$ cat src/dcd_notes_unused.sv
`default_nettype none
`default_nettype wire

$ cat src/dcd_pkg.sv
`default_nettype none
// ----------------------------------------------------------------------
// Shared constants of the debug command decoder
// ----------------------------------------------------------------------
package dcd_pkg;
  // Command codes
  localparam logic [7:0] CMD_READ_REV    = 8'h00;
  localparam logic [7:0] CMD_READ_STAT   = 8'h02;
  localparam logic [7:0] CMD_WRITE_PC    = 8'h06;
  localparam logic [7:0] CMD_READ_PC     = 8'h07;
  localparam logic [7:0] CMD_WRITE_REG   = 8'h08;
  localparam logic [7:0] CMD_READ_REG    = 8'h09;
  localparam logic [7:0] CMD_WRITE_PROG  = 8'h0a;
  localparam logic [7:0] CMD_READ_PROG   = 8'h0b;
  localparam logic [7:0] CMD_WRITE_DATA  = 8'h0c;
  localparam logic [7:0] CMD_READ_DATA   = 8'h0d;
  localparam logic [7:0] CMD_READ_CRC    = 8'h0e;
  localparam logic [7:0] CMD_RESERVED_0F = 8'h0f;
  localparam logic [7:0] CMD_STEP        = 8'h10;
  localparam logic [7:0] CMD_STUFF       = 8'h11;
  localparam logic [7:0] CMD_EXEC        = 8'h12;
  localparam logic [7:0] CMD_FIRST_RSVD  = 8'h13;

  // Operand and answer byte counts
  localparam logic [1:0] OPS_NONE = 2'd0;
  localparam logic [1:0] OPS_ONE  = 2'd1;
  localparam logic [1:0] OPS_ADDR = 2'd2;
  localparam logic [1:0] OPS_AD   = 2'd3;
  localparam logic [1:0] RSP_NONE = 2'd0;
  localparam logic [1:0] RSP_ONE  = 2'd1;
  localparam logic [1:0] RSP_TWO  = 2'd2;

  // Field positions of the operand shifter
  localparam int OP_BITS   = 24;
  localparam int DATA_LSB  = 0;
  localparam int ADDR2_LSB = 0;
  localparam int ADDR3_LSB = 8;

  // Neutral defaults for flash register window and erase code
  localparam logic [15:0] FLASH_REG_LO   = 16'h0ff8;
  localparam logic [15:0] FLASH_REG_HI   = 16'h0fff;
  localparam logic [15:0] FLASH_CTL_ADDR = 16'h0ff8;
  localparam logic [7:0]  MASS_ERASE     = 8'h63;
  // Arbitrary revision value
  localparam logic [15:0] REV_DEFAULT    = 16'h0101;

  typedef enum logic [2:0] {
    ST_IDLE, ST_OPER, ST_EXEC, ST_WAIT, ST_SEND
  } dcd_state_type;
endpackage : dcd_pkg
`default_nettype wire

$ cat src/dcd_gate.sv
`timescale 1ns/1ps
`default_nettype none
// ----------------------------------------------------------------------
// Command classifier and read-protect filter
// ----------------------------------------------------------------------
module dcd_gate #(
  parameter logic [15:0] FLASH_LO  = dcd_pkg::FLASH_REG_LO,
  parameter logic [15:0] FLASH_HI  = dcd_pkg::FLASH_REG_HI,
  parameter logic [15:0] FLASH_CTL = dcd_pkg::FLASH_CTL_ADDR,
  parameter logic [7:0]  ERASE     = dcd_pkg::MASS_ERASE
) (
  input  wire logic [7:0]  cmd,
  input  wire logic        read_prot,
  input  wire logic [15:0] addr,
  input  wire logic [7:0]  wdata,
  output logic             known,
  output logic             pre_ok,
  output logic             exec_ok,
  output logic [1:0]       n_ops,
  output logic [1:0]       n_rsp
);
  logic flash_hit;

  // Decode of each code into operand and answer lengths
  always_comb begin
    known = 1'b1;
    n_ops = dcd_pkg::OPS_NONE;
    n_rsp = dcd_pkg::RSP_NONE;
    case (cmd)
      dcd_pkg::CMD_READ_REV:   n_rsp = dcd_pkg::RSP_TWO;
      dcd_pkg::CMD_READ_STAT:  n_rsp = dcd_pkg::RSP_ONE;
      dcd_pkg::CMD_WRITE_PC:   n_ops = dcd_pkg::OPS_ADDR;
      dcd_pkg::CMD_READ_PC:    n_rsp = dcd_pkg::RSP_TWO;
      dcd_pkg::CMD_WRITE_REG:  n_ops = dcd_pkg::OPS_AD;
      dcd_pkg::CMD_READ_REG: begin
        n_ops = dcd_pkg::OPS_ADDR;
        n_rsp = dcd_pkg::RSP_ONE;
      end
      dcd_pkg::CMD_WRITE_PROG,
      dcd_pkg::CMD_WRITE_DATA: n_ops = dcd_pkg::OPS_AD;
      dcd_pkg::CMD_READ_PROG,
      dcd_pkg::CMD_READ_DATA: begin
        n_ops = dcd_pkg::OPS_ADDR;
        n_rsp = dcd_pkg::RSP_ONE;
      end
      dcd_pkg::CMD_READ_CRC:   n_rsp = dcd_pkg::RSP_TWO;
      dcd_pkg::CMD_STEP:       n_ops = dcd_pkg::OPS_NONE;
      dcd_pkg::CMD_STUFF,
      dcd_pkg::CMD_EXEC:       n_ops = dcd_pkg::OPS_ONE;
      default:                 known = 1'b0;
    endcase
  end

  // Codes the protect bit shuts off outright
  always_comb begin
    case (cmd)
      dcd_pkg::CMD_WRITE_PC, dcd_pkg::CMD_READ_PC,
      dcd_pkg::CMD_READ_REG,
      dcd_pkg::CMD_WRITE_PROG, dcd_pkg::CMD_READ_PROG,
      dcd_pkg::CMD_WRITE_DATA, dcd_pkg::CMD_READ_DATA,
      dcd_pkg::CMD_STEP, dcd_pkg::CMD_STUFF,
      dcd_pkg::CMD_EXEC:
        pre_ok = known & ~read_prot;
      default: pre_ok = known;
    endcase
  end

  // Register write under protection: flash window only, erase code only at FLASH_CTL
  assign flash_hit = (addr >= FLASH_LO) && (addr <= FLASH_HI);
  always_comb begin
    if (cmd == dcd_pkg::CMD_WRITE_REG && read_prot) begin
      exec_ok = flash_hit &&
                ((addr != FLASH_CTL) || (wdata == ERASE));
    end else begin
      exec_ok = pre_ok;
    end
  end
endmodule : dcd_gate
`default_nettype wire

$ cat src/dcd_decoder.sv
`timescale 1ns/1ps
`default_nettype none
// Notes on behaviour
// - 06H writes, 07H reads program counter; both refused under protection.
// - Protected: register writes reach flash control registers only.
// - Under protection, flash control register takes only mass-erase code.
// - 0AH/0BH write/read program memory; refused under protection.
// - 0CH/0DH write/read data memory; refused under protection.
// - 10H/11H/12H step, stuff, execute; refused under protection.
// - 00H answers revision code, major byte first, then minor byte.
// - 02H answers exactly one byte, the current status byte.
module dcd_decoder #(
  parameter logic [15:0] REVISION  = dcd_pkg::REV_DEFAULT,
  parameter logic [15:0] FLASH_LO  = dcd_pkg::FLASH_REG_LO,
  parameter logic [15:0] FLASH_HI  = dcd_pkg::FLASH_REG_HI,
  parameter logic [15:0] FLASH_CTL = dcd_pkg::FLASH_CTL_ADDR,
  parameter logic [7:0]  ERASE     = dcd_pkg::MASS_ERASE
) (
  input  wire logic        clk,
  input  wire logic        rst_b,
  input  wire logic        read_prot,
  input  wire logic [7:0]  debugger_status_byte,
  input  wire logic        rx_valid,
  input  wire logic [7:0]  rx_data,
  input  wire logic        tx_ready,
  output logic             tx_valid,
  output logic [7:0]       tx_data,
  input  wire logic        sys_rsp_valid,
  input  wire logic [15:0] sys_rsp_data,
  output logic             sys_req,
  output logic [7:0]       sys_cmd,
  output logic [15:0]      sys_addr,
  output logic [7:0]       sys_wdata,
  output logic             cmd_refused,
  output logic             busy
);
  // --------------------------------------------------------------------
  // State
  // --------------------------------------------------------------------
  dcd_pkg::dcd_state_type state_q;
  logic [7:0]  cmd_q;
  logic [dcd_pkg::OP_BITS-1:0] op_q;
  logic [1:0]  op_cnt_q;
  logic [1:0]  op_left_q;
  logic [1:0]  rsp_cnt_q;
  logic [15:0] rsp_q;
  logic        tx_valid_q;
  logic        sys_req_q;
  logic [7:0]  sys_cmd_q;
  logic [15:0] sys_addr_q;
  logic [7:0]  sys_wdata_q;
  logic        refused_q;
  logic        busy_q;

  logic [7:0]  g_cmd;
  logic [15:0] g_addr;
  logic [7:0]  g_wdata;
  logic        g_known;
  logic        g_pre_ok;
  logic        g_exec_ok;
  logic [1:0]  g_ops;
  logic [1:0]  g_rsp;
  logic        new_cmd;
  logic        tx_done;

  // One-byte answers ride in the upper byte, sent first
  function automatic logic [15:0] align_rsp(input logic [1:0]  n,
                                            input logic [15:0] v);
    align_rsp = (n == dcd_pkg::RSP_ONE) ? {v[7:0], 8'h00} : v;
  endfunction : align_rsp

  // --------------------------------------------------------------------
  // Classification
  // --------------------------------------------------------------------
  // Idle classifies the arriving byte, later states the held command
  assign new_cmd = (state_q == dcd_pkg::ST_IDLE) && rx_valid;
  assign g_cmd   = (state_q == dcd_pkg::ST_IDLE) ? rx_data : cmd_q;
  assign g_addr  = (op_cnt_q == dcd_pkg::OPS_AD) ?
                   op_q[dcd_pkg::ADDR3_LSB +: 16] :
                   op_q[dcd_pkg::ADDR2_LSB +: 16];
  assign g_wdata = op_q[dcd_pkg::DATA_LSB +: 8];
  assign tx_done = tx_valid_q && tx_ready;

  dcd_gate #(
    .FLASH_LO  (FLASH_LO),
    .FLASH_HI  (FLASH_HI),
    .FLASH_CTL (FLASH_CTL),
    .ERASE     (ERASE)
  ) u_gate (
    .cmd       (g_cmd),
    .read_prot (read_prot),
    .addr      (g_addr),
    .wdata     (g_wdata),
    .known     (g_known),
    .pre_ok    (g_pre_ok),
    .exec_ok   (g_exec_ok),
    .n_ops     (g_ops),
    .n_rsp     (g_rsp)
  );

  // --------------------------------------------------------------------
  // Sequencer
  // --------------------------------------------------------------------
  // Command intake, operand collection, execution and answer
  always_ff @(posedge clk or negedge rst_b) begin
    if (!rst_b) begin
      state_q   <= dcd_pkg::ST_IDLE;
      cmd_q     <= 8'h00;
      op_cnt_q  <= 2'd0;
      rsp_cnt_q <= 2'd0;
    end else begin
      case (state_q)
        dcd_pkg::ST_IDLE: begin
          if (new_cmd && g_pre_ok) begin
            cmd_q     <= rx_data;
            op_cnt_q  <= g_ops;
            rsp_cnt_q <= g_rsp;
            if (rx_data == dcd_pkg::CMD_READ_REV ||
                rx_data == dcd_pkg::CMD_READ_STAT) begin
              state_q <= dcd_pkg::ST_SEND;
            end else if (g_ops == dcd_pkg::OPS_NONE) begin
              state_q <= dcd_pkg::ST_EXEC;
            end else begin
              state_q <= dcd_pkg::ST_OPER;
            end
          end
        end
        dcd_pkg::ST_OPER: begin
          // Counter keeps the full length; a side count tracks arrivals
          if (rx_valid && op_left_q == 2'd1) begin
            state_q <= dcd_pkg::ST_EXEC;
          end
        end
        dcd_pkg::ST_EXEC: begin
          if (g_exec_ok && rsp_cnt_q != dcd_pkg::RSP_NONE) begin
            state_q <= dcd_pkg::ST_WAIT;
          end else begin
            state_q <= dcd_pkg::ST_IDLE;
          end
        end
        dcd_pkg::ST_WAIT: begin
          if (sys_rsp_valid) begin
            state_q <= dcd_pkg::ST_SEND;
          end
        end
        dcd_pkg::ST_SEND: begin
          if (tx_done) begin
            rsp_cnt_q <= rsp_cnt_q - 2'd1;
            if (rsp_cnt_q == dcd_pkg::RSP_ONE) begin
              state_q <= dcd_pkg::ST_IDLE;
            end
          end
        end
        default: state_q <= dcd_pkg::ST_IDLE;
      endcase
    end
  end

  // --------------------------------------------------------------------
  // Operands
  // --------------------------------------------------------------------
  // Shift operands in, high address byte first
  always_ff @(posedge clk or negedge rst_b) begin
    if (!rst_b) begin
      op_q      <= '0;
      op_left_q <= 2'd0;
    end else if (new_cmd) begin
      op_q      <= '0;
      op_left_q <= g_ops;
    end else if (state_q == dcd_pkg::ST_OPER && rx_valid) begin
      op_q      <= {op_q[dcd_pkg::OP_BITS-9:0], rx_data};
      op_left_q <= op_left_q - 2'd1;
    end
  end

  // --------------------------------------------------------------------
  // System request
  // --------------------------------------------------------------------
  // One-cycle request toward CPU, memories and flash control
  always_ff @(posedge clk or negedge rst_b) begin
    if (!rst_b) begin
      sys_req_q   <= 1'b0;
      sys_cmd_q   <= 8'h00;
      sys_addr_q  <= 16'h0000;
      sys_wdata_q <= 8'h00;
    end else begin
      sys_req_q <= 1'b0;
      if (state_q == dcd_pkg::ST_EXEC && g_exec_ok) begin
        sys_req_q   <= 1'b1;
        sys_cmd_q   <= cmd_q;
        sys_addr_q  <= g_addr;
        sys_wdata_q <= g_wdata;
      end
    end
  end

  // Refusal pulse: reserved code, protected code, blocked write
  always_ff @(posedge clk or negedge rst_b) begin
    if (!rst_b) begin
      refused_q <= 1'b0;
    end else begin
      refused_q <= (new_cmd && !g_pre_ok) ||
                   (state_q == dcd_pkg::ST_EXEC && !g_exec_ok);
    end
  end

  // --------------------------------------------------------------------
  // Answer bytes
  // --------------------------------------------------------------------
  // Load answer word, then shift out upper byte per accepted transfer
  always_ff @(posedge clk or negedge rst_b) begin
    if (!rst_b) begin
      rsp_q      <= 16'h0000;
      tx_valid_q <= 1'b0;
    end else if (new_cmd && rx_data == dcd_pkg::CMD_READ_REV) begin
      rsp_q      <= REVISION;
      tx_valid_q <= 1'b1;
    end else if (new_cmd && rx_data == dcd_pkg::CMD_READ_STAT) begin
      rsp_q      <= {debugger_status_byte, 8'h00};
      tx_valid_q <= 1'b1;
    end else if (state_q == dcd_pkg::ST_WAIT && sys_rsp_valid) begin
      rsp_q      <= align_rsp(rsp_cnt_q, sys_rsp_data);
      tx_valid_q <= 1'b1;
    end else if (tx_done) begin
      rsp_q      <= {rsp_q[7:0], 8'h00};
      tx_valid_q <= (rsp_cnt_q != dcd_pkg::RSP_ONE);
    end
  end

  // Busy while anything but idle
  always_ff @(posedge clk or negedge rst_b) begin
    if (!rst_b) begin
      busy_q <= 1'b0;
    end else begin
      busy_q <= (state_q != dcd_pkg::ST_IDLE) || (new_cmd && g_pre_ok);
    end
  end

  assign tx_valid    = tx_valid_q;
  assign tx_data     = rsp_q[15:8];
  assign sys_req     = sys_req_q;
  assign sys_cmd     = sys_cmd_q;
  assign sys_addr    = sys_addr_q;
  assign sys_wdata   = sys_wdata_q;
  assign cmd_refused = refused_q;
  assign busy        = busy_q;
endmodule : dcd_decoder
`default_nettype wire

$ cat config.mk
export PLATFORM = sky130hd
export DESIGN_NAME = dcd_decoder
export DESIGN_NICKNAME = d
export VERILOG_FILES = /design/src/dcd_notes_unused.sv /design/src/dcd_pkg.sv /design/src/dcd_gate.sv /design/src/dcd_decoder.sv
export SDC_FILE = /design/constraint.sdc
export NUM_CORES = 1
export LEC_CHECK = 0
export BUFFER_PORTS_ARGS = -buffer_cell sky130_fd_sc_hd__buf_4
export CAP_MARGIN = 20
export CELL_PAD_IN_SITES_DETAIL_PLACEMENT = 0
export CELL_PAD_IN_SITES_GLOBAL_PLACEMENT = 1
export CORE_MARGIN = 4
export CORE_UTILIZATION = 44
export DETAILED_ROUTE_END_ITERATION = 6
export PLACE_DENSITY = 0.77
export SYNTH_ARGS = -nofsm -noshare
export SYNTH_HDL_FRONTEND = slang
export SYNTH_HIERARCHICAL = 1
export SYNTH_SLANG_ARGS = --single-unit
$ cat constraint.sdc
create_clock -name clk -period 4 [get_ports clk]
set_input_delay 0.6 -clock clk [delete_from_list [all_inputs] [get_ports clk]]
set_output_delay 0.6 -clock clk [all_outputs]
set_load 0.02 [all_outputs]
==> results.sh <==
export IMPL_antenna_found_initial=0
export IMPL_antenna_cells=0
export IMPL_top_layer_used="met4"
export IMPL_drt_iter0_drc=163
export IMPL_dieHeight_um=113
export IMPL_insertion_delay_ns=0.36
export IMPL_critPathKind="reg -> reg"
export IMPL_num_vias=3459
export IMPL_rrSetupSlack_ns=0.64
export IMPL_ys_flop_type="dfrtp_1"
export IMPL_ys_warn_count=6
export IMPL_globalplace_congestion=0.828
export IMPL_cts_made_buffers=9
export IMPL_cts_root_buffer="clkbuf_8"
export IMPL_synth_seq_area_share_pct=48.4
export IMPL_clock_sinks=93
export IMPL_fillers=936
export IMPL_slew_violations=0
export IMPL_start_util_pct=45.9
export IMPL_grt_pass1_vias=3459
export IMPL_avgViaCountPerCell=5.43
export IMPL_num_nets_final=538
export IMPL_synth_seq_cells=93
export IMPL_place_hpwl_mm=7.52
export IMPL_register_area_um2=2330
export IMPL_final_cell_area_um2=5710
export IMPL_holdCritPathClass="in -> async"
export IMPL_cts_hold_buf=0
export IMPL_synth_edf_count=0
export IMPL_ys_async_sr_fraction_pct=100
export IMPL_cts_path_max_buffers=2
export IMPL_finalHoldViolCount=0
export IMPL_drt_pass1_iter_count=4
export IMPL_die_w_um=113
export IMPL_route_detailed_drc=0
export IMPL_cts_setup_buffers=0
export IMPL_wirelength_mm=10.8
export IMPL_setup_viol=0
export IMPL_die_area_um2=12700
export IMPL_drive_gt1_share_pct=39.7
export IMPL_grt_max_degree=85
export IMPL_crit_arrival_ns=3.61
export IMPL_portBuffers=81
export IMPL_placed_cell_area_um2=5460
export IMPL_wl_met1_mm=4.93
export IMPL_maxCapViolCount=0
export IMPL_crit_fanout=33
export IMPL_clkTransAtPathRegs_ns=0.09
export IMPL_yosys_area_top_type="dfrtp_1"
export IMPL_grt_pass1_wl_mm=18.3
export IMPL_syn2layout_area_growth_pct=18.9
export IMPL_required_ns=4.25
export IMPL_ioPinCount=82
export IMPL_place_inst=621
export IMPL_reg2reg_from="state_q[1]$_DFFE_PN0P_"
export IMPL_slowest_stage="or4_1"
export IMPL_finalCoreUtilization_pct=54.6
export IMPL_core_area_um2=10500
export IMPL_synth_distinct_cells=53
export IMPL_start_kind="flop"
export IMPL_postRouteAntennaNets=0
export IMPL_skew_ns=0.0117
export IMPL_rsz0062_at_grt="false"
export IMPL_grt_usage_pct=17.8
export IMPL_r2r_cells=10
export IMPL_finalSetupTns_ns=0
export IMPL_p_leak_nw=2.74
export IMPL_slew_headroom_pct=51.9
export IMPL_synthCells=430
export IMPL_multi_input_area_um2=2240
export IMPL_cp_cell_sequence="nor3_1, buf_4, mux2_2, or3_1, or4_1, o211a_1, inv_1, nor4_4, buf_12, mux2_1"
export IMPL_wl_per_cell_um=16.9
export IMPL_power_mw=3.23
export IMPL_cpPeakStageDelay_ns=0.53
export IMPL_crit_end="sys_addr[4]$_DFFE_PN0P_"
export IMPL_fin_crit_ns=3.36
export IMPL_power_density_nw_per_um2=566
export IMPL_rows=37
export IMPL_syn_nets=471
export IMPL_synth_top_area_share_pct=48.4
export IMPL_htree_levels=3
export IMPL_dr_wl_met3_um=480
export IMPL_wl_met2_mm=5.26
export IMPL_synth_area_top_cells="dfrtp_1 (48%), mux2_2 (19%), nand2_1 (4.8%)"
export IMPL_avgSynthCellArea_um2=11.2
export IMPL_finalNonFillerCells=637
export IMPL_cts_tree="built"
export IMPL_ir_worst_vdd_v=0.000270
export IMPL_status="finished, final reports clean"
export IMPL_end_kind="flop"
export IMPL_cts_resized=0
export IMPL_regToRegEndpoint="sys_addr[4]$_DFFE_PN0P_"
export IMPL_startpoint="state_q[1]$_DFFE_PN0P_"
export IMPL_finalCritPeriodShare_pct=84.0
export IMPL_overflow=0
export IMPL_syn_area_um2=4810
export IMPL_fmax_ghz=0.298
export IMPL_worst_pin_slew_ns=0.716
[final cells by class]
class	instances	share of cell area (%)
well taps	136	2.98
inverters	11	0.723
flip-flops and latches	93	40.7
clock inverters	3	1.20
multi-input cells	291	39.1
clock buffers	12	2.72
repair buffers	91	12.5
[worst min-delay path by stage]
| stage | cells past startpoint | endpoint | start |
|---|---|---|---|
| 2_1_floorplan | 0 | busy$_DFF_PN0_ | rst_b |
| 4_1_cts | 2 | rsp_q[3]$_DFFE_PN0P_ | sys_rsp_data[3] |
| 3_5_place_dp | 2 | op_q[21]$_DFFE_PN0P_ | op_q[21]$_DFFE_PN0P_ |
| 6_report | 1 | sys_req$_DFF_PN0_ | rst_b |
| 3_3_place_gp | 2 | op_q[16]$_DFFE_PN0P_ | op_q[16]$_DFFE_PN0P_ |
| 5_1_grt | 1 | sys_req$_DFF_PN0_ | rst_b |
[report_power, final]
part	switching [mW]	internal, mW	leakage, nW
clock network	0.330	0.385	0.113
registers	0.133	1.12	1.27
logic	0.695	0.567	1.36
[metrics by stage]
| stage | worst slack [ns] | hold slack [ns] |
|---|---|---|
| after floorplan | 0.646 | 0.304 |
| after global placement | 0.744 | 0.458 |
| after detailed placement | 0.655 | 0.468 |
| after CTS | 0.643 | 0.451 |
| after global routing | 0.435 | 0.0667 |
| final | 0.641 | 0.0781 |
[Yosys cell counts (all sizes together), types with 3 or more instances]
library cell / number
nor3: 10
buf: 23
a31oi: 3
ha: 3
o2bb2ai: 7
nor2: 11
mux2: 84
a21oi: 9
nand4: 4
nand3: 9
nand2: 61
nor2b: 3
dfrtp: 93
a211oi: 4
mux2i: 14
a22o: 7
inv: 11
o21ai: 27
nor4: 3
nor3b: 3
clkbuf: 12
[registers in the layout, summed over array words and instances (netlist names), 2 cells and up]
name	flops
rsp_q	16
op_cnt_q	2
op_left_q	2
state_q	3
sys_wdata	8
cmd_q	8
op_q	24
rsp_cnt_q	2
sys_cmd	8
sys_addr	16
[worst max-delay path, delay by kind of cell, from the launching register on]
kind	cells	cell delay (ns)
AND/OR/NAND/NOR	4	1.30
multiplexers	2	0.66
buffers and inverters	3	0.55
flip-flops	1	0.51
AO/OA/AOI/OAI	1	0.25
[layer usage]
metal  vias to the layer above  global-route usage, %
li1                       1653                      -
met3                        10                   3.61
met5                         -                      0
met1                      1723                   24.4
met4                         0                   5.21
met2                        73                   28.9
[cell usage in the layout (no fill, tap or decap), types with 8 or more instances in the layout]
cell / netlist / routed
nand2_1: 61 / 61
clkbuf_8: 1 / 11
o21ai_0: 27 / 27
mux2_2: 83 / 83
inv_1: 10 / 10
nor2_1: 11 / 11
nor3_1: 10 / 10
dfrtp_1: 93 / 93
mux2i_1: 13 / 13
buf_4: 8 / 89
a21oi_1: 9 / 9
nand3_1: 8 / 8
[cell families after synthesis]
group	Yosys count	synth area share [%]
xor gates and xnor gates	1	0.182
AOI/OAI and AO/OA	70	9.63
and+or+nand+nor	119	13.1
muxes	98	22.9
adders and majority gates	3	0.781
DFF	93	48.4
buffers and inverters	46	5.05
Note: power is estimated with default switching activity, not from simulation.
